--- config.mk ---
export PLATFORM = sky130hd
export DESIGN_NAME = wss_slots
export DESIGN_NICKNAME = d
export VERILOG_FILES = /design/src/rtl/wss_pkg.sv /design/src/rtl/wss_tick.sv /design/src/rtl/wss_slots.sv
export SDC_FILE = /design/constraint.sdc
export NUM_CORES = 1
export LEC_CHECK = 0
export ABC_AREA = 0
export BUFFER_PORTS_ARGS = -buffer_cell sky130_fd_sc_hd__clkbuf_2
export CORE_ASPECT_RATIO = 1.1
export CORE_MARGIN = 2
export CORE_UTILIZATION = 43
export CTS_CLUSTER_DIAMETER = 150
export DETAILED_ROUTE_END_ITERATION = 10
export PLACE_DENSITY = 0.78
export SETUP_SLACK_MARGIN = 0.2
export SLEW_MARGIN = 25
export SYNTH_ARGS = -nofsm -noshare
export SYNTH_HDL_FRONTEND = slang
export SYNTH_HIERARCHICAL = 1
export SYNTH_SLANG_ARGS = --single-unit
--- constraint.sdc ---
create_clock -name clock -period 2 [get_ports clock]
set_input_delay 0.3 -clock clock [delete_from_list [all_inputs] [get_ports clock]]
set_output_delay 0.3 -clock clock [all_outputs]
set_load 0.02 [all_outputs]
--- src/rtl/wss_pkg.sv ---
// Purpose: Shared constants and types for the waveform sequence slot block.
// Assumes: One 25 MHz clock; registers reached by a simple byte port.
// Notes: Delay slots count in 10 ms ticks derived from the clock.
`default_nettype none
package wss_pkg;
  localparam int CLK_HZ = 25_000_000;
  localparam int DELAY_UNIT_MS = 10;
  localparam int TICK_CYCLES = CLK_HZ / 1000 * DELAY_UNIT_MS;
  localparam logic [7:0] ADDR_CONTROL = 8'h0C;
  localparam logic [7:0] ADDR_SLOT_FIRST = 8'h0F;
  localparam logic [7:0] ADDR_SLOT_SECOND = 8'h10;
  localparam logic [7:0] ADDR_SLOT_SEVEN = 8'h15;
  localparam logic [7:0] ADDR_SLOT_EIGHT = 8'h16;
  localparam logic [7:0] ADDR_LOOP_LOW = 8'h17;
  localparam logic [7:0] ADDR_LOOP_HIGH = 8'h18;
  localparam logic [7:0] SLOT_RESET = 8'h00;
  localparam logic [7:0] LOOP_RESET = 8'h00;
  localparam int START_BIT = 0;
  localparam int WAIT_BIT = 7;
  localparam int SLOT_COUNT = 8;
  localparam logic [2:0] LAST_SLOT = 3'h7;
  localparam logic [6:0] ZERO_ID = 7'h00;

  typedef struct packed {
    logic delay_flag;
    logic [6:0] value;
  } wss_slot_t;

  typedef struct packed {
    logic wr;
    logic rd;
    logic [7:0] addr;
    logic [7:0] wdata;
  } wss_req_t;

  typedef enum {WSS_IDLE, WSS_FETCH, WSS_PLAY, WSS_WAIT, WSS_NEXT} wss_state_t;
endpackage : wss_pkg
`default_nettype wire

--- src/rtl/wss_tick.sv ---
// Purpose: Divider giving a one-cycle pulse every delay unit.
// Assumes: Runs only while enabled; restarts from zero when disabled.
// Notes: The pulse period is TICK_CYCLES clocks.
`default_nettype none
module wss_tick (
  input wire logic clock,
  input wire logic rst_n,
  input wire logic enable,
  output logic tick
);
  import wss_pkg::*;
  localparam logic [19:0] TICK_LAST = 20'(TICK_CYCLES - 1);
  logic [19:0] count;

  always_ff @(posedge clock or negedge rst_n) begin
    if (!rst_n) begin
      count <= 20'h0_0000;
    end else if (!enable || count == TICK_LAST) begin
      count <= 20'h0_0000;
    end else begin
      count <= count + 20'h0_0001;
    end
  end

  assign tick = enable && (count == TICK_LAST);
endmodule : wss_tick
`default_nettype wire

--- src/rtl/wss_slots.sv ---
// Purpose: Sequence slots seven and eight plus the slot walker.
// Assumes: Slots one to six arrive as a flat input from neighbour logic;
//   the library player answers each waveform request with a done pulse.
// Notes: Register port is a one-cycle read or write strobe.
`default_nettype none
module wss_slots (
  input wire logic clock,
  input wire logic rst_n,
  input wire wss_pkg::wss_req_t req,
  output logic [7:0] rdata,
  output logic rvalid,
  input wire logic [47:0] low_slots,
  output logic wave_start,
  output logic [6:0] wave_index,
  input wire logic wave_done,
  output logic busy
);
  import wss_pkg::*;

  wss_slot_t slot_seven;
  wss_slot_t slot_eight;
  logic [7:0] loop_low;
  logic [7:0] loop_high;
  logic start_req;
  wss_state_t state;
  logic [2:0] slot_idx;
  logic [1:0] plays_done;
  logic [6:0] delay_left;
  logic tick;
  wss_slot_t cur;
  logic [1:0] cur_loop;
  logic launch;
  logic fetch_stop;
  logic fetch_wait;
  logic fetch_play;
  logic wait_over;
  logic replay;
  logic last_done;
  logic advance;
  wss_slot_t slot_table [SLOT_COUNT];

  genvar g;
  generate
    for (g = 0; g < SLOT_COUNT - 2; g++) begin : g_low
      assign slot_table[g] = wss_slot_t'(low_slots[g*8 +: 8]);
    end
  endgenerate
  assign slot_table[6] = slot_seven;
  assign slot_table[7] = slot_eight;

  assign cur = slot_table[slot_idx];
  assign cur_loop = slot_idx[2] ? loop_high[slot_idx[1:0]*2 +: 2]
                                : loop_low[slot_idx[1:0]*2 +: 2];

  // Slot registers; writes to them while playing take effect next fetch.
  always_ff @(posedge clock or negedge rst_n) begin
    if (!rst_n) begin
      slot_seven <= SLOT_RESET;
      slot_eight <= SLOT_RESET;
      loop_low <= LOOP_RESET;
      loop_high <= LOOP_RESET;
    end else if (req.wr) begin
      if (req.addr == ADDR_SLOT_SEVEN) begin
        slot_seven <= req.wdata;
      end else if (req.addr == ADDR_SLOT_EIGHT) begin
        slot_eight <= req.wdata;
      end else if (req.addr == ADDR_LOOP_LOW) begin
        loop_low <= req.wdata;
      end else if (req.addr == ADDR_LOOP_HIGH) begin
        loop_high <= req.wdata;
      end
    end
  end

  // The start bit is a request strobe; it is not stored and only launches the walker from idle.
  assign start_req = req.wr && req.addr == ADDR_CONTROL
                     && req.wdata[START_BIT];

  always_ff @(posedge clock or negedge rst_n) begin
    if (!rst_n) begin
      rdata <= 8'h00;
      rvalid <= 1'b0;
    end else begin
      rvalid <= req.rd;
      if (req.rd) begin
        if (req.addr == ADDR_SLOT_SEVEN) begin
          rdata <= slot_seven;
        end else if (req.addr == ADDR_SLOT_EIGHT) begin
          rdata <= slot_eight;
        end else if (req.addr == ADDR_LOOP_LOW) begin
          rdata <= loop_low;
        end else if (req.addr == ADDR_LOOP_HIGH) begin
          rdata <= loop_high;
        end else if (req.addr == ADDR_CONTROL) begin
          rdata <= {7'h00, busy};
        end else begin
          rdata <= 8'h00;
        end
      end
    end
  end

  wss_tick u_tick (
    .clock(clock),
    .rst_n(rst_n),
    .enable(state == WSS_WAIT),
    .tick(tick)
  );

  // Walker decode, shared by the per-register processes below.
  assign launch = state == WSS_IDLE && start_req;
  assign fetch_stop = state == WSS_FETCH && cur.value == ZERO_ID;
  assign fetch_wait = state == WSS_FETCH && cur.value != ZERO_ID
                      && cur.delay_flag;
  assign fetch_play = state == WSS_FETCH && cur.value != ZERO_ID
                      && !cur.delay_flag;
  assign wait_over = state == WSS_WAIT && tick && delay_left == 7'h01;
  assign replay = state == WSS_NEXT && plays_done != cur_loop;
  assign last_done = state == WSS_NEXT && !replay
                     && slot_idx == LAST_SLOT;
  assign advance = state == WSS_NEXT && !replay && !last_done;

  always_ff @(posedge clock or negedge rst_n) begin
    if (!rst_n) begin
      state <= WSS_IDLE;
    end else begin
      case (state)
        WSS_IDLE: begin
          if (launch) begin
            state <= WSS_FETCH;
          end
        end
        WSS_FETCH: begin
          if (fetch_stop) begin
            state <= WSS_IDLE;
          end else if (fetch_wait) begin
            state <= WSS_WAIT;
          end else begin
            state <= WSS_PLAY;
          end
        end
        WSS_PLAY: begin
          if (wave_done) begin
            state <= WSS_NEXT;
          end
        end
        WSS_WAIT: begin
          if (wait_over) begin
            state <= WSS_NEXT;
          end
        end
        WSS_NEXT: begin
          if (last_done) begin
            state <= WSS_IDLE;
          end else begin
            state <= WSS_FETCH;
          end
        end
        default: begin
          state <= WSS_IDLE;
        end
      endcase
    end
  end

  always_ff @(posedge clock or negedge rst_n) begin
    if (!rst_n) begin
      slot_idx <= 3'h0;
    end else if (launch) begin
      slot_idx <= 3'h0;
    end else if (advance) begin
      slot_idx <= slot_idx + 3'h1;
    end
  end

  always_ff @(posedge clock or negedge rst_n) begin
    if (!rst_n) begin
      plays_done <= 2'h0;
    end else if (launch || advance) begin
      plays_done <= 2'h0;
    end else if (replay) begin
      plays_done <= plays_done + 2'h1;
    end
  end

  // The divider restarts on entry to a wait, so every unit is a full tick
  // period and the idle lasts exactly the slot value in units.
  always_ff @(posedge clock or negedge rst_n) begin
    if (!rst_n) begin
      delay_left <= ZERO_ID;
    end else if (fetch_wait) begin
      delay_left <= cur.value;
    end else if (state == WSS_WAIT && tick) begin
      delay_left <= delay_left - 7'h01;
    end
  end

  // A waveform request is a one-cycle strobe; the index holds after it.
  always_ff @(posedge clock or negedge rst_n) begin
    if (!rst_n) begin
      wave_start <= 1'b0;
    end else begin
      wave_start <= fetch_play;
    end
  end

  always_ff @(posedge clock or negedge rst_n) begin
    if (!rst_n) begin
      wave_index <= ZERO_ID;
    end else if (fetch_play) begin
      wave_index <= cur.value;
    end
  end

  assign busy = (state != WSS_IDLE);
endmodule : wss_slots
`default_nettype wire

Word level (Yosys, flattened, before mapping) --
Cells that the tools add are included.
Storage, ports and cells: logic and storage cells 101, input bits 69, output and inout port bits 18, register bits after elaboration 113
Operators by class: muxes and demuxes 23, $lt $le $gt $ge 1, shift operators 2, bitwise operators 4, add/sub/neg operators 4, eq/ne operators 19, reduce and logical (&&, ||, !) cells 33
Operator list (number):
- case mux 32 bit (5 select lines) | 1
- == test 32 x 2 -> 1 bit (second input constant) | 3
- 2-to-1 mux 32 bit | 3
- == test 32 x 3 -> 1 bit (second input constant) | 2
- logical NOT 32 bit | 2
- 2-to-1 mux 8 bit | 6
- == test 32 x 1 -> 1 bit (second input constant) | 1
- == test 32 x 4 -> 1 bit (second input constant) | 1
- == test 8 x 5 -> 1 bit (second input constant) | 4
- nonzero test 32 bit | 1
- binary-select mux 8 bit (select 3 bit) | 1
- adder 20 x 1 -> 20 bit (second input constant) | 1
- == test 20 x 18 -> 1 bit (second input constant) | 1
- 2-to-1 mux 20 bit | 1
- variable part select 8 x 4 -> 2 bit | 2
- logical AND 1 bit | 14
- 2-to-1 mux 7 bit | 2
- == test 8 x 4 -> 1 bit (second input constant) | 1
- 2-to-1 mux 2 bit | 4
- == test 7 x 1 -> 1 bit (second input constant) | 1
- logical NOT 7 bit | 1
- nonzero test 7 bit | 1
- subtractor 7 x 1 -> 7 bit (second input constant) | 1
- 2-to-1 mux 3 bit | 2
- 16 further kinds | 29

Longest topological paths before layout --
Gate-level depths: netlist (run 1).
depth in word-level cells 11, mapped depth 10, gate-level depth less buffers 9

By module --
The synthesis (run 1) kept the hierarchy.
Modules (own cells, without submodules):
- wss_slots | sequential area each 1601.5 µm², area each 3590.9 µm², cells each 289, times used 1
- wss_tick | sequential area each 500.5 µm², area each 1027.2 µm², cells each 109, times used 1

Worst setup path after synthesis (run 1) --
No wires, ideal clock.
path kind flip-flop to flip-flop, from register state[0], to register delay_left[5], stages on the path, launching flop included 9, arrival time 2079 ps, required time 1880 ps, buffers on the path 2, library setup time 120 ps, clock period less this slack 2199 ps, path slack -199 ps, cell sequence dfrtp_1 -> clkbuf_1 -> and3b_1 -> clkbuf_1 -> inv_1 -> nor3_1 -> nand4_1 -> or4_1 -> a31o_2
On the way: word-level cells in the longest chain between the ends 4, elaborated cells between the ends (all ways) 8, those cells by class eq/ne: 2; mux: 1; reduce/logical: 5
Ends and longest elaborated chain:
- from (decl) | line wss_slots.sv:25 | wss_state_t state;
- from (signal assigned) | line wss_slots.sv:125 | state <= WSS_IDLE;
- from (signal assigned) | line wss_slots.sv:130 | state <= WSS_FETCH;
- from (signal assigned) | line wss_slots.sv:135 | state <= WSS_IDLE;
- == test 32 x 3 -> 1 bit | line wss_slots.sv:106 | .enable(state == WSS_WAIT),
- logical AND 1 bit | line wss_tick.sv:25 | assign tick = enable && (count == TICK_LAST);
- net tick | line wss_slots.sv:29 | logic tick;
- logical AND 1 bit | line wss_slots.sv:193 | end else if (state == WSS_WAIT && tick) begin
- nonzero test 2 bit (no source line)
- to (signal assigned) | line wss_slots.sv:192 | delay_left <= cur.value;
- to (signal assigned) | line wss_slots.sv:194 | delay_left <= delay_left - 7'h01;
- to (decl) | line wss_slots.sv:28 | logic [6:0] delay_left;
The timed path passes the listed nets, and every way through them passes these cells. A chain may end at the register's enable or synchronous reset.

Worst setup path after layout (run 1) --
from register slot_idx[1], to register slot_idx[2]
On the way: word-level cells in the longest chain between the ends 10, elaborated cells between the ends (all ways) 15, those cells by class add/sub: 1; eq/ne: 2; shift: 2; mux: 3; reduce/logical: 7
Ends and longest elaborated chain:
- from (decl) | line wss_slots.sv:26 | logic [2:0] slot_idx;
- from (signal assigned) | line wss_slots.sv:172 | slot_idx <= slot_idx + 3'h1;
- variable part select 8 x 4 -> 2 bit, on equally long branches | line wss_slots.sv:53, wss_slots.sv:52
- 2-to-1 mux 2 bit | line wss_slots.sv:52 | assign cur_loop = slot_idx[2] ? loop_high[slot_idx[1:0]*2 +: 2]
- inequality test 2 bit | line wss_slots.sv:118 | assign replay = state == WSS_NEXT && plays_done != cur_loop;
- logical AND 1 bit | line wss_slots.sv:118
- logical NOT 1 bit | line wss_slots.sv:119, wss_slots.sv:121
- logical AND 1 bit | line wss_slots.sv:119, wss_slots.sv:121
- logical AND 1 bit | line wss_slots.sv:120 | && slot_idx == LAST_SLOT;
- logical NOT 1 bit | line wss_slots.sv:121 | assign advance = state == WSS_NEXT && !replay && !last_done;
- logical AND 1 bit | line wss_slots.sv:121
- nonzero test 2 bit (no source line)
Parallel ways exist; a longest one is shown, timed or not. The select of a mux whose other input is x is not followed.

==> results of run 1 <==
-- final cells by class --
| type | count | area [µm²] |
|---|---|---|
| Clock inverter | 4 | 27.5 |
| Inverter | 13 | 48.8 |
| Tap cell | 143 | 179 |
| Timing Repair Buffer | 163 | 1140 |
| Fill cell | 835 | 4180 |
| Clock buffer | 10 | 239 |
| Sequential cell | 84 | 2100 |
| Multi-Input combinational cell | 281 | 2520 |
-- metrics by stage --
step	cells	hold WS, ns	util, %	setup TNS, ns	setup slack, ns
after floorplan	398	0.00441	-	-0.670	-0.135
after global routing	698	0.246	60.0	-6.00	-0.380
after global placement	669	0.321	54.1	-3.08	-0.205
after detailed placement	669	0.333	54.1	-3.85	-0.238
final	698	0.240	60.0	-4.45	-0.288
after CTS	691	0.240	58.3	-3.11	-0.222
-- cell families after synthesis --
logic type	after synthesis
multiplexers	77
flip-flops	84
AO/OA/AOI/OAI	45
buffers and inverters	33
AND/OR/NAND/NOR	132
adder cells (fa/ha/maj)	5
XOR/XNOR	22
-- metal layers --
layer  vias up  track usage [%]
met5         -                0
met4         0             9.47
met2       154             37.7
li1       1794                -
met1      1984             29.1
met3        22             3.77
-- worst paths after layout --
path | cells past startpoint | end | slack (ns)
setup / recovery | 8 | slot_idx[2] | -0.29
hold / removal | 2 | loop_high[1] | 0.24
setup reg to reg | 8 | slot_idx[2] | -0.29
hold reg to reg | 2 | wave_index[0] | 0.52
max in group asynchronous | 3 | slot_idx[1] | 0.86
min in group asynchronous | 2 | rvalid | 0.49
-- power groups by stage --
stage	Clock (mW)	Combinational, mW	Sequential (mW)
floorplan	0	1.20	2.23
CTS	1.54	2.24	2.15
finish	1.54	2.53	2.17
global route	1.62	2.71	2.20
detailed placement	0	2.06	2.17
global placement	0	2.01	2.15
-- repair_timing --
action	CTS	global route
hold buffers	1	0
gates resized for setup	22	23
setup buffers	6	6
hold endpoints to repair	42	0
pin swaps	6	11
setup endpoints to repair	24	26
gates cloned	1	1
-- cells in the mapped netlist (5+ instances only) --
| cell | instances | area share (%) |
|---|---|---|
| mux2_2 | 32 | 7.8 |
| mux2i_1 | 24 | 5.2 |
| xnor2_1 | 13 | 2.5 |
| mux4_1 | 5 | 2.8 |
| ha_1 | 5 | 1.4 |
| dfrtp_1 | 84 | 46 |
| inv_1 | 13 | 1.1 |
| nor4_1 | 5 | 0.68 |
| xor2_1 | 9 | 1.7 |
| mux4_2 | 15 | 7.3 |
| a21oi_1 | 12 | 1.3 |
| a222oi_1 | 7 | 1.5 |
| o21ai_0 | 13 | 1.4 |
| a31oi_1 | 7 | 0.95 |
| nor3_1 | 8 | 0.87 |
| clkbuf_1 | 9 | 0.73 |
| nand3_1 | 15 | 1.6 |
| or3_1 | 6 | 0.81 |
| nand4_1 | 7 | 0.95 |
| nor2_1 | 34 | 2.8 |
| nand2_1 | 25 | 2.0 |
-- sequential cells by signal (all words and copies together), names as in the netlist, 7 cells and up --
signal        count
slot_eight        8
rdata             8
loop_low          8
u_tick/count     20
loop_high         8
delay_left        7
slot_seven        8
wave_index        7
-- worst max-delay path: cells and delay by family (launching register included) --
family        cells  cell delay (ns)
mux               3             0.93
flops             1             0.43
simple gates      2             0.31
buf+inv           2             0.29
xor+xnor          1             0.23
==> reports/results.tsv, run 1 <==
stage	metric	value	unit
detailed_routing	route.vias.total	3954	
synth	synth_fp_nets	472	
flow_run	maxCapViolations	0	
floorplanning	die_w	103	µm
grt	antenna_found_initial	0	
pwr	seqPwrFrac	34.7	%
floorplanning	initial_core_util	44.2	%
detailed_routing	drt_iter0_drc	225	
clocking	cts_max_path_buffers	2	
worst_setup_path	crit_path_start	slot_idx[1]	
detailed_routing	routed_wl	13300	µm
timing	layout_setup_ws	-0.288	ns
worst_setup_path	cp.arrival	2.55	ns
pwr	pwr-share-comb	40.5	%
synth	synth_edf_count	0	
timing	rsz0062_at_grt	true	
floorplanning	die_area	11600	µm²
clocking	cts_tree	yes	
detailed_routing	wl_met2	6880	µm
worst_setup_path	cp_max_fo	5	
pwr	p_switching	2.11	mW
grt	grt_first_pass_wirelength	19900	µm
timing	timing.final.crit_period	2.29	ns
detailed_routing	drc	0	
timing	clock_skew	0.00827	ns
worst_setup_path	end_kind	flop	
clocking	path_clk_slew	0.06	ns
placement	place_hpwl	9190	µm
pwr	finalPower	6.24	mW
final_layout	area_delta_synth_final	35.6	%
synth	synthFlopType	dfrtp_1	
grt	track_usage	22.6	%
timing	relSlewSlack	61.2	%
timing	hold_viol	0	
timing	setup_viol	22	
worst_setup_path	required	2.26	ns
worst_setup_path	worstSetupPathType	flop to flop	
synth	synth.ff_latch_count	84	
synth	yosys.area_share.xor_xnor	4.17	%
placement	dpl_cell_area	5650	µm²
placement	portBuffers	86	
synth	synth_top_family_by_area	multiplexers	
grt	grt_pass1_vias	3988	
detailed_routing	vias_per_cell	5.66	
clocking	clock_latency	0.34	ns
detailed_routing	route.met3.wl	674	µm
grt	grt_max_degree	44	
pwr	clkPwrFrac	24.7	%
grt	grt_overflow_total	0	
synth	ys_seq_area_share	45.5	%
synth	synth_warnings	6	
clocking	root_buffer	clkbuf_16	
final_layout	final_common_cell	clkbuf_2	
final_layout	final_cell_mix	84 x clkbuf_2, 82 x dfrtp_1, 62 x buf_4	
floorplanning	fp.dieH	113	µm
floorplanning	pin_count	87	
clocking	cts_buffers	9	
timing	period_share	114	%
worst_setup_path	crit_path_max_incr_delay	0.54	ns
run_status	violations	setup timing	
synth	synth_compound_gate_area_share	6.20	%
worst_setup_path	path_cells	buf_12, mux4_2, mux2i_4, xor2_2, nand2_2, nor3_4, buf_6, mux2i_1	
pwr	pwr_density_cell	996	nW/µm²
pwr	power_leakage	2.85	nW
pwr	intPower	4.13	mW
final_layout	final_cell_area	6260	µm²
detailed_routing	wl_per_cell	19.0	µm
run_status	status	complete, but fails checks	
timing	tightest_slew	0.582	ns
detailed_routing	ant_nets	0	
floorplanning	rows	39	
synth	netlist_area	4620	µm²
synth	ys_types	49	
clocking	htree_levels	3	
placement	gp_congestion	0.918	
synth	synthAdderAreaFrac	1.35	%
final_layout	antenna_cells	0	
min_path	hp-class	primary input to flop	
floorplanning	core	10400	µm²
detailed_routing	wirelength_met1	5390	µm
detailed_routing	first_pass_iters	5	
synth	async_flop_share	100	%
clocking	clkSinkCount	84	
final_layout	layout.nets	626	
timing	slew_viol_final	0	
pwr	p_sw_share	33.9	%
synth	syn_avg_cell_area	11.6	µm²
worst_setup_path	slowest_stage	mux4_2	
detailed_routing	topRoutingLayerUsed	met4	
synth	synthMuxAreaShare	23.5	%
min_path	hold_start	req[1]	
pwr	irDropWorstVdd	0.565	mV
worst_setup_path	r2r_start	slot_idx[1]	
worst_setup_path	startpoint_type	flop	
timing	max_freq	437	MHz
synth	syn_inst	398	
final_layout	final_layout_size_suffix_gt1_share	47.6	%
synth	synthSimpleGateAreaFrac	15.6	%
(Power assumes the default switching activity.)
==> run 2: changes to the inputs <==
- SETUP_SLACK_MARGIN: 0.2 -> not set
==> run 2 against run 1 <==
  * The run still ends with setup timing left
  * Maximum frequency down 2.7%
  * Cell count up 0.57%
  * Die area unchanged
  * Register-to-register slack worse by 0.06 ns
  * Worst setup slack worse by 0.064 ns
  * Combinational power down 6%
  * Hold slack worse by 0.0016 ns
  * First-iteration DRC count up 32%
  * Total power up 0.51%
  * Highest routed layer unchanged
==> reports/results.tsv, run 2 (same netlist as run 1, synthesis figures left out) <==
stage	metric	value	unit
run_status	status	complete, but fails checks	
run_status	violations	setup timing	
worst_setup_path	cp.arrival	2.56	ns
timing	timing.final.crit_period	2.35	ns
worst_setup_path	required	2.21	ns
placement	gp_congestion	0.881	
final_layout	final_cell_mix	85 x clkbuf_2, 82 x dfrtp_1, 63 x buf_4	
timing	layout_setup_ws	-0.352	ns
final_layout	layout.nets	628	
final_layout	fill_cells	868	
timing	fin_setup_tns	-3.05	ns
final_layout	area_delta_synth_final	35.1	%
final_layout	instances_no_fill	702	
floorplanning	pin_count	87	
clocking	cts_max_path_buffers	2	
clocking	clock_latency	0.34	ns
worst_setup_path	crit_top_cell	mux2i_1	
detailed_routing	routed_wl	13100	µm
floorplanning	initial_core_util	44.2	%
timing	hold_viol	0	
final_layout	seq_area	2100	µm²
pwr	intPower	4.20	mW
grt	grt_max_degree	40	
timing	period_share	118	%
placement	dp_cells	673	
flow_run	maxCapViolations	0	
detailed_routing	drt_iter0_drc	296	
worst_setup_path	rr_endpoint	plays_done[1]	
clocking	htree_levels	3	
worst_setup_path	path_delay_family	multiplexers	
final_layout	final_common_cell	clkbuf_2	
grt	grt_pass1_vias	4061	
min_path	hp-class	primary input to flop	
grt	grt_first_pass_wirelength	20600	µm
detailed_routing	drc	0	
worst_setup_path	r2r_cells	8	
min_path	holdPathEnd	slot_eight[6]	
worst_setup_path	r2r_start	slot_idx[2]	
final_layout	multiInputGateArea	2460	µm²
final_layout	final_layout_size_suffix_gt1_share	47.8	%
worst_setup_path	path_buf_inv	2	
worst_setup_path	worstSetupPathType	flop to flop	
clocking	path_clk_slew	0.06	ns
timing	tightest_slew	0.439	ns
timing	slew_viol_final	0	
clocking	clkSinkCount	84	
clocking	cts_tree	yes	
placement	place_hpwl	9710	µm
pwr	seqPwrFrac	34.6	%
min_path	holdPathStages	2	
final_layout	antenna_cells	0	
grt	grt_overflow_total	0	
detailed_routing	route.vias.total	3946	
clocking	root_buffer	clkbuf_16	
detailed_routing	ant_nets	0	
detailed_routing	first_pass_iters	5	
final_layout	largest_register_ffs	20	
pwr	pwr-share-comb	38.0	%
floorplanning	fp.dieH	113	µm
floorplanning	die_area	11600	µm²
detailed_routing	wl_per_cell	18.7	µm
detailed_routing	vias_per_cell	5.62	
clocking	cts_buffers	9	
pwr	power_leakage	2.84	nW
placement	portBuffers	86	
timing	max_freq	425	MHz
pwr	irDropWorstVdd	0.494	mV
worst_setup_path	cp_max_fo	3	
pwr	clkPwrFrac	27.4	%
worst_setup_path	rrSetupSlack	-0.35	ns
grt	antenna_found_initial	0	
pwr	finalPower	6.27	mW
pwr	p_sw_share	33.0	%
floorplanning	core	10400	µm²
final_layout	regMostFlops	u_tick/count	
worst_setup_path	startpoint_type	flop	
timing	clock_skew	0.00672	ns
worst_setup_path	slowest_stage	mux4_2	
worst_setup_path	path_cells	buf_6, mux4_2, mux2i_1, xor2_1, buf_4, a21oi_1, mux2i_1, nor4_1	
floorplanning	die_w	103	µm
min_path	hold_start	req[6]	
timing	setup_viol	22	
pwr	pwr_density_cell	1010	nW/µm²
grt	track_usage	23.5	%
worst_setup_path	end_kind	flop	
floorplanning	rows	39	
timing	relSlewSlack	70.7	%
timing	rsz0062_at_grt	true	
pwr	p_switching	2.07	mW
worst_setup_path	crit_path_max_incr_delay	0.49	ns
-- run 2: changes by cell type in the layout (fill, tap and decap cells not counted), sizes merged --
| cell | previous run | this run |
|---|---|---|
| buf | 77 | 79 |
| bufinv | 0 | 1 |
| clkinv | 4 | 0 |
| clkinvlp | 0 | 3 |
| inv | 13 | 15 |
-- run 2: final cells by class --
class | count | share of cell area [%]
Clock buffer | 10 | 3.83
Clock inverter | 6 | 1.12
Inverter | 13 | 0.782
Multi-Input combinational cell | 281 | 39.4
Sequential cell | 84 | 33.7
Tap cell | 143 | 2.87
Timing Repair Buffer | 165 | 18.3
-- run 2: worst max-delay path by stage --
stage                     depth (start not counted)             to  slack (ns)        start
after detailed placement                          8  delay_left[6]       -0.18  slot_idx[0]
final                                             8  plays_done[1]       -0.35  slot_idx[2]
after global placement                            8  delay_left[3]       -0.11  slot_idx[0]
after floorplan                                   7    slot_idx[1]       -0.13  slot_idx[2]
after global routing                              8  plays_done[1]       -0.37  slot_idx[2]
after CTS                                         8    slot_idx[2]       -0.19  slot_idx[2]
-- run 2: timing repair --
item,CTS,global route
gates resized for setup,24,19
setup endpoints to repair,21,22
gates cloned,1,0
hold buffers,1,0
setup buffers,9,6
endpoints found under the hold margin,23,0
pin swaps,8,7
-- run 2: per-layer routing --
layer / vias up / GRT usage, % / share of wire, %
met4: 0 / 8.95 / 2.4
met5: - / 0 / 0
met3: 28 / 3.58 / 5.3
li1: 1794 / - / -
met1: 1974 / 29.9 / 40
met2: 150 / 40.0 / 52
-- run 2: per-stage QoR --
stage	instance area (µm²)	worst slack, ns	hold slack [ns]	utilization, %
after global placement	5680	-0.111	0.230	54.4
after global routing	6240	-0.371	0.232	59.7
after CTS	6180	-0.187	0.227	59.2
final	6240	-0.352	0.239	59.7
after detailed placement	5680	-0.183	0.232	54.4
after floorplan	4640	-0.135	0.00441	-
-- run 2: power groups by stage --
stage               Combinational (mW)  Sequential [mW]  Clock, mW
floorplan                         1.18             2.23          0
global placement                  1.98             2.16          0
detailed placement                2.04             2.18          0
CTS                               2.32             2.16       1.75
global route                      2.57             2.20       1.83
finish                            2.38             2.17       1.72
==> run 3: changes to the inputs <==
- CORE_ASPECT_RATIO: 1.1 -> 1.2
- SYNTH_HIERARCHICAL: 1 -> not set
==> run 3 against run 2 <==
  * The run still ends with setup timing left
  * Clock-buffer cell count did not move
  * Global-route usage fell by 0.96 points
  * Clock power rose by 10%
  * Maximum frequency fell by 7.7%
  * Hold slack got worse by 0.00064 ns
  * Core utilization fell by 1.1 points
  * Clock skew fell by 0.0010 ns
==> reports/results.tsv, run 3 <==
stage	metric	value	unit
final_layout	layout.nets	624	
final_layout	final_cell_area	6170	µm²
pwr	finalPower	4.05	mW
worst_setup_path	end_kind	flop	
grt	grt_max_degree	48	
detailed_routing	drt_iter0_drc	170	
pwr	intPower	3.18	mW
grt	antenna_found_initial	0	
final_layout	final_layout_size_suffix_gt1_share	44.9	%
pwr	clkPwrFrac	47.0	%
timing	max_freq	393	MHz
grt	grt_overflow_total	0	
synth	async_flop_share	100	%
worst_setup_path	startpoint_type	flop	
pwr	power_leakage	2.99	nW
synth	ys_types	47	
worst_setup_path	cp.arrival	2.81	ns
clocking	cts_tree	yes	
final_layout	final_common_cell	clkbuf_2	
detailed_routing	routed_wl	13000	µm
timing	hold_viol	0	
synth	ys_seq_area_share	45.1	%
floorplanning	pin_count	87	
synth	syn_inst	401	
timing	fin_setup_tns	-10.17	ns
clocking	cts_max_path_buffers	2	
run_status	violations	setup timing	
floorplanning	core	10500	µm²
detailed_routing	ant_nets	0	
timing	setup_viol	22	
final_layout	area_delta_synth_final	32.3	%
timing	slew_viol_final	0	
final_layout	regMostFlops	u_tick.count	
flow_run	maxCapViolations	0	
clocking	root_buffer	clkbuf_16	
pwr	pwr_density_cell	658	nW/µm²
floorplanning	fp.dieH	118	µm
final_layout	antenna_cells	0	
pwr	seqPwrFrac	43.7	%
synth	synth_warnings	0	
placement	dpl_cell_area	5670	µm²
clocking	clkSinkCount	84	
timing	clock_skew	0.00569	ns
synth	synthTopCellsByArea	dfrtp_1 45%, mux2_2 8.2%, mux4_1 6.2%	
floorplanning	die_w	99.0	µm
synth	syn_avg_cell_area	11.6	µm²
min_path	hp-class	primary input to flop	
floorplanning	initial_core_util	44.3	%
timing	rsz0062_at_grt	true	
synth	synth_edf_count	0	
floorplanning	die_area	11700	µm²
detailed_routing	wl_per_cell	19.0	µm
floorplanning	rows	41	
timing	relSlewSlack	48.6	%
placement	place_hpwl	9640	µm
synth	synth.top_cell.area_share	45.1	%
final_layout	final_cell_mix	85 x clkbuf_2, 83 x dfrtp_1, 62 x buf_4	
synth	netlist_area	4660	µm²
worst_setup_path	cp_max_fo	11	
timing	layout_setup_ws	-0.547	ns
detailed_routing	first_pass_iters	5	
synth	synth.ff_latch_count	84	
detailed_routing	route.vias.total	3937	
synth	yosys.cell_count.top_type	dfrtp_1	
worst_setup_path	worstSetupPathType	flop to flop	
detailed_routing	drc	0	
clocking	clock_latency	0.35	ns
pwr	p_sw_share	21.5	%
timing	period_share	127	%
timing	timing.final.crit_period	2.55	ns
pwr	irDropWorstVdd	0.429	mV
synth	synthTopCellsByCount	84 x dfrtp_1, 34 x mux2_2, 34 x nor2_1, 19 x nand2_1, 16 x inv_1	
timing	fin_hold_ws	0.238	ns
grt	grt_pass1_vias	4145	
grt	grt_first_pass_wirelength	20600	µm
timing	tightest_slew	0.770	ns
pwr	p_switching	0.872	mW
clocking	path_clk_slew	0.06	ns
clocking	htree_levels	3	
clocking	cts_buffers	9	
placement	gp_congestion	0.918	
run_status	status	complete, but fails checks	
synth	synthFlopType	dfrtp_1	
synth	synth_top_area_cell	dfrtp_1	
synth	synth_fp_nets	475	
worst_setup_path	required	2.26	ns
final_layout	largest_register_ffs	20	
pwr	pwr-share-comb	9.3	%
placement	portBuffers	86	
detailed_routing	vias_per_cell	5.76	
grt	track_usage	22.5	%
run 3: cell types whose count changed in the layout (fill, tap and decap cells not counted), sizes merged, moves of 7 or more:
| cell | before | now |
|---|---|---|
| o2bb2ai | 0 | 10 |
| a22oi | 0 | 9 |
| buf | 79 | 70 |
| mux2i | 24 | 15 |
| nand2b | 0 | 9 |
| o211ai | 0 | 8 |
| a222oi | 7 | 0 |
| a31oi | 7 | 0 |
run 3: final cells by class:
type | count | area (µm²)
fill | 778 | 4350
multi-input combinational | 283 | 2480
sequential | 84 | 2100
timing repair buffer | 156 | 1020
clock buffer | 10 | 239
tap | 129 | 161
clock inverter | 5 | 100
inverter | 16 | 60.1
run 3: timing repair:
| action | CTS | global route |
|---|---|---|
| resized for setup | 13 | 10 |
| buffers inserted | 9 | 1 |
| endpoints found under the hold margin | 21 | 0 |
| pin swaps | 2 | 2 |
| hold buffers | 1 | 0 |
| endpoints found under the setup margin | 22 | 39 |
run 3: kinds of logic (layout without fill, tap and decap cells):
kind of cell	count (synthesis)	in the layout	synth area share, %
AO/OA/AOI/OAI	58	58	8.46
adder cells (fa/ha/maj)	5	5	1.34
buffers and inverters	34	187	2.98
XOR/XNOR	25	25	4.70
multiplexers	73	73	23.3
flip-flops	84	84	45.1
AND/OR/NAND/NOR	122	122	14.1
run 3: layer usage:
layer | vias up | wire [µm] | track usage, %
met4 | 0 | 625 | 13.5
li1 | 1761 | - | -
met2 | 167 | 6850 | 39.2
met1 | 1966 | 4870 | 26.0
met5 | - | 0 | 0
met3 | 43 | 643 | 2.85
run 3: stage by stage:
stage | worst slack (ns) | utilization [%] | instances
global placement | -0.507 | 53.9 | 657
floorplan | -0.476 | - | 401
finish | -0.547 | 58.6 | 683
CTS | -0.498 | 58.2 | 682
global route | -0.637 | 58.6 | 683
detailed placement | -0.539 | 53.9 | 657
run 3: final timing paths:
path | startpoint | endpoint | slack (ns) | depth (start not counted)
setup reg to reg | slot_idx[1] | delay_left[3] | -0.55 | 8
min in group asynchronous | rst_n | rvalid | 0.55 | 2
hold / removal | req[1] | slot_seven[1] | 0.24 | 2
max in group asynchronous | rst_n | wave_index[0] | 0.81 | 3
hold reg to reg | wave_index[2] | wave_index[2] | 0.48 | 1
setup / recovery | slot_idx[1] | delay_left[3] | -0.55 | 8
run 3: critical path: stages, from the launching register on:
cell,delay [ns]
dfrtp_1,0.37
buf_6,0.18
mux4_2,0.53
mux2i_2,0.21
nand4_1,0.11
or4b_4,0.60
nand2_8,0.12
buf_4,0.13
mux2i_2,0.20
run 3: power groups by stage:
stage	clock network, mW	logic (mW)	registers (mW)
6_report	1.90	0.378	1.77
5_1_grt	1.99	0.409	1.77
4_1_cts	1.92	0.368	1.77
3_5_place_dp	0	0.342	1.80
3_3_place_gp	0	0.333	1.80
2_1_floorplan	0	0.146	1.79
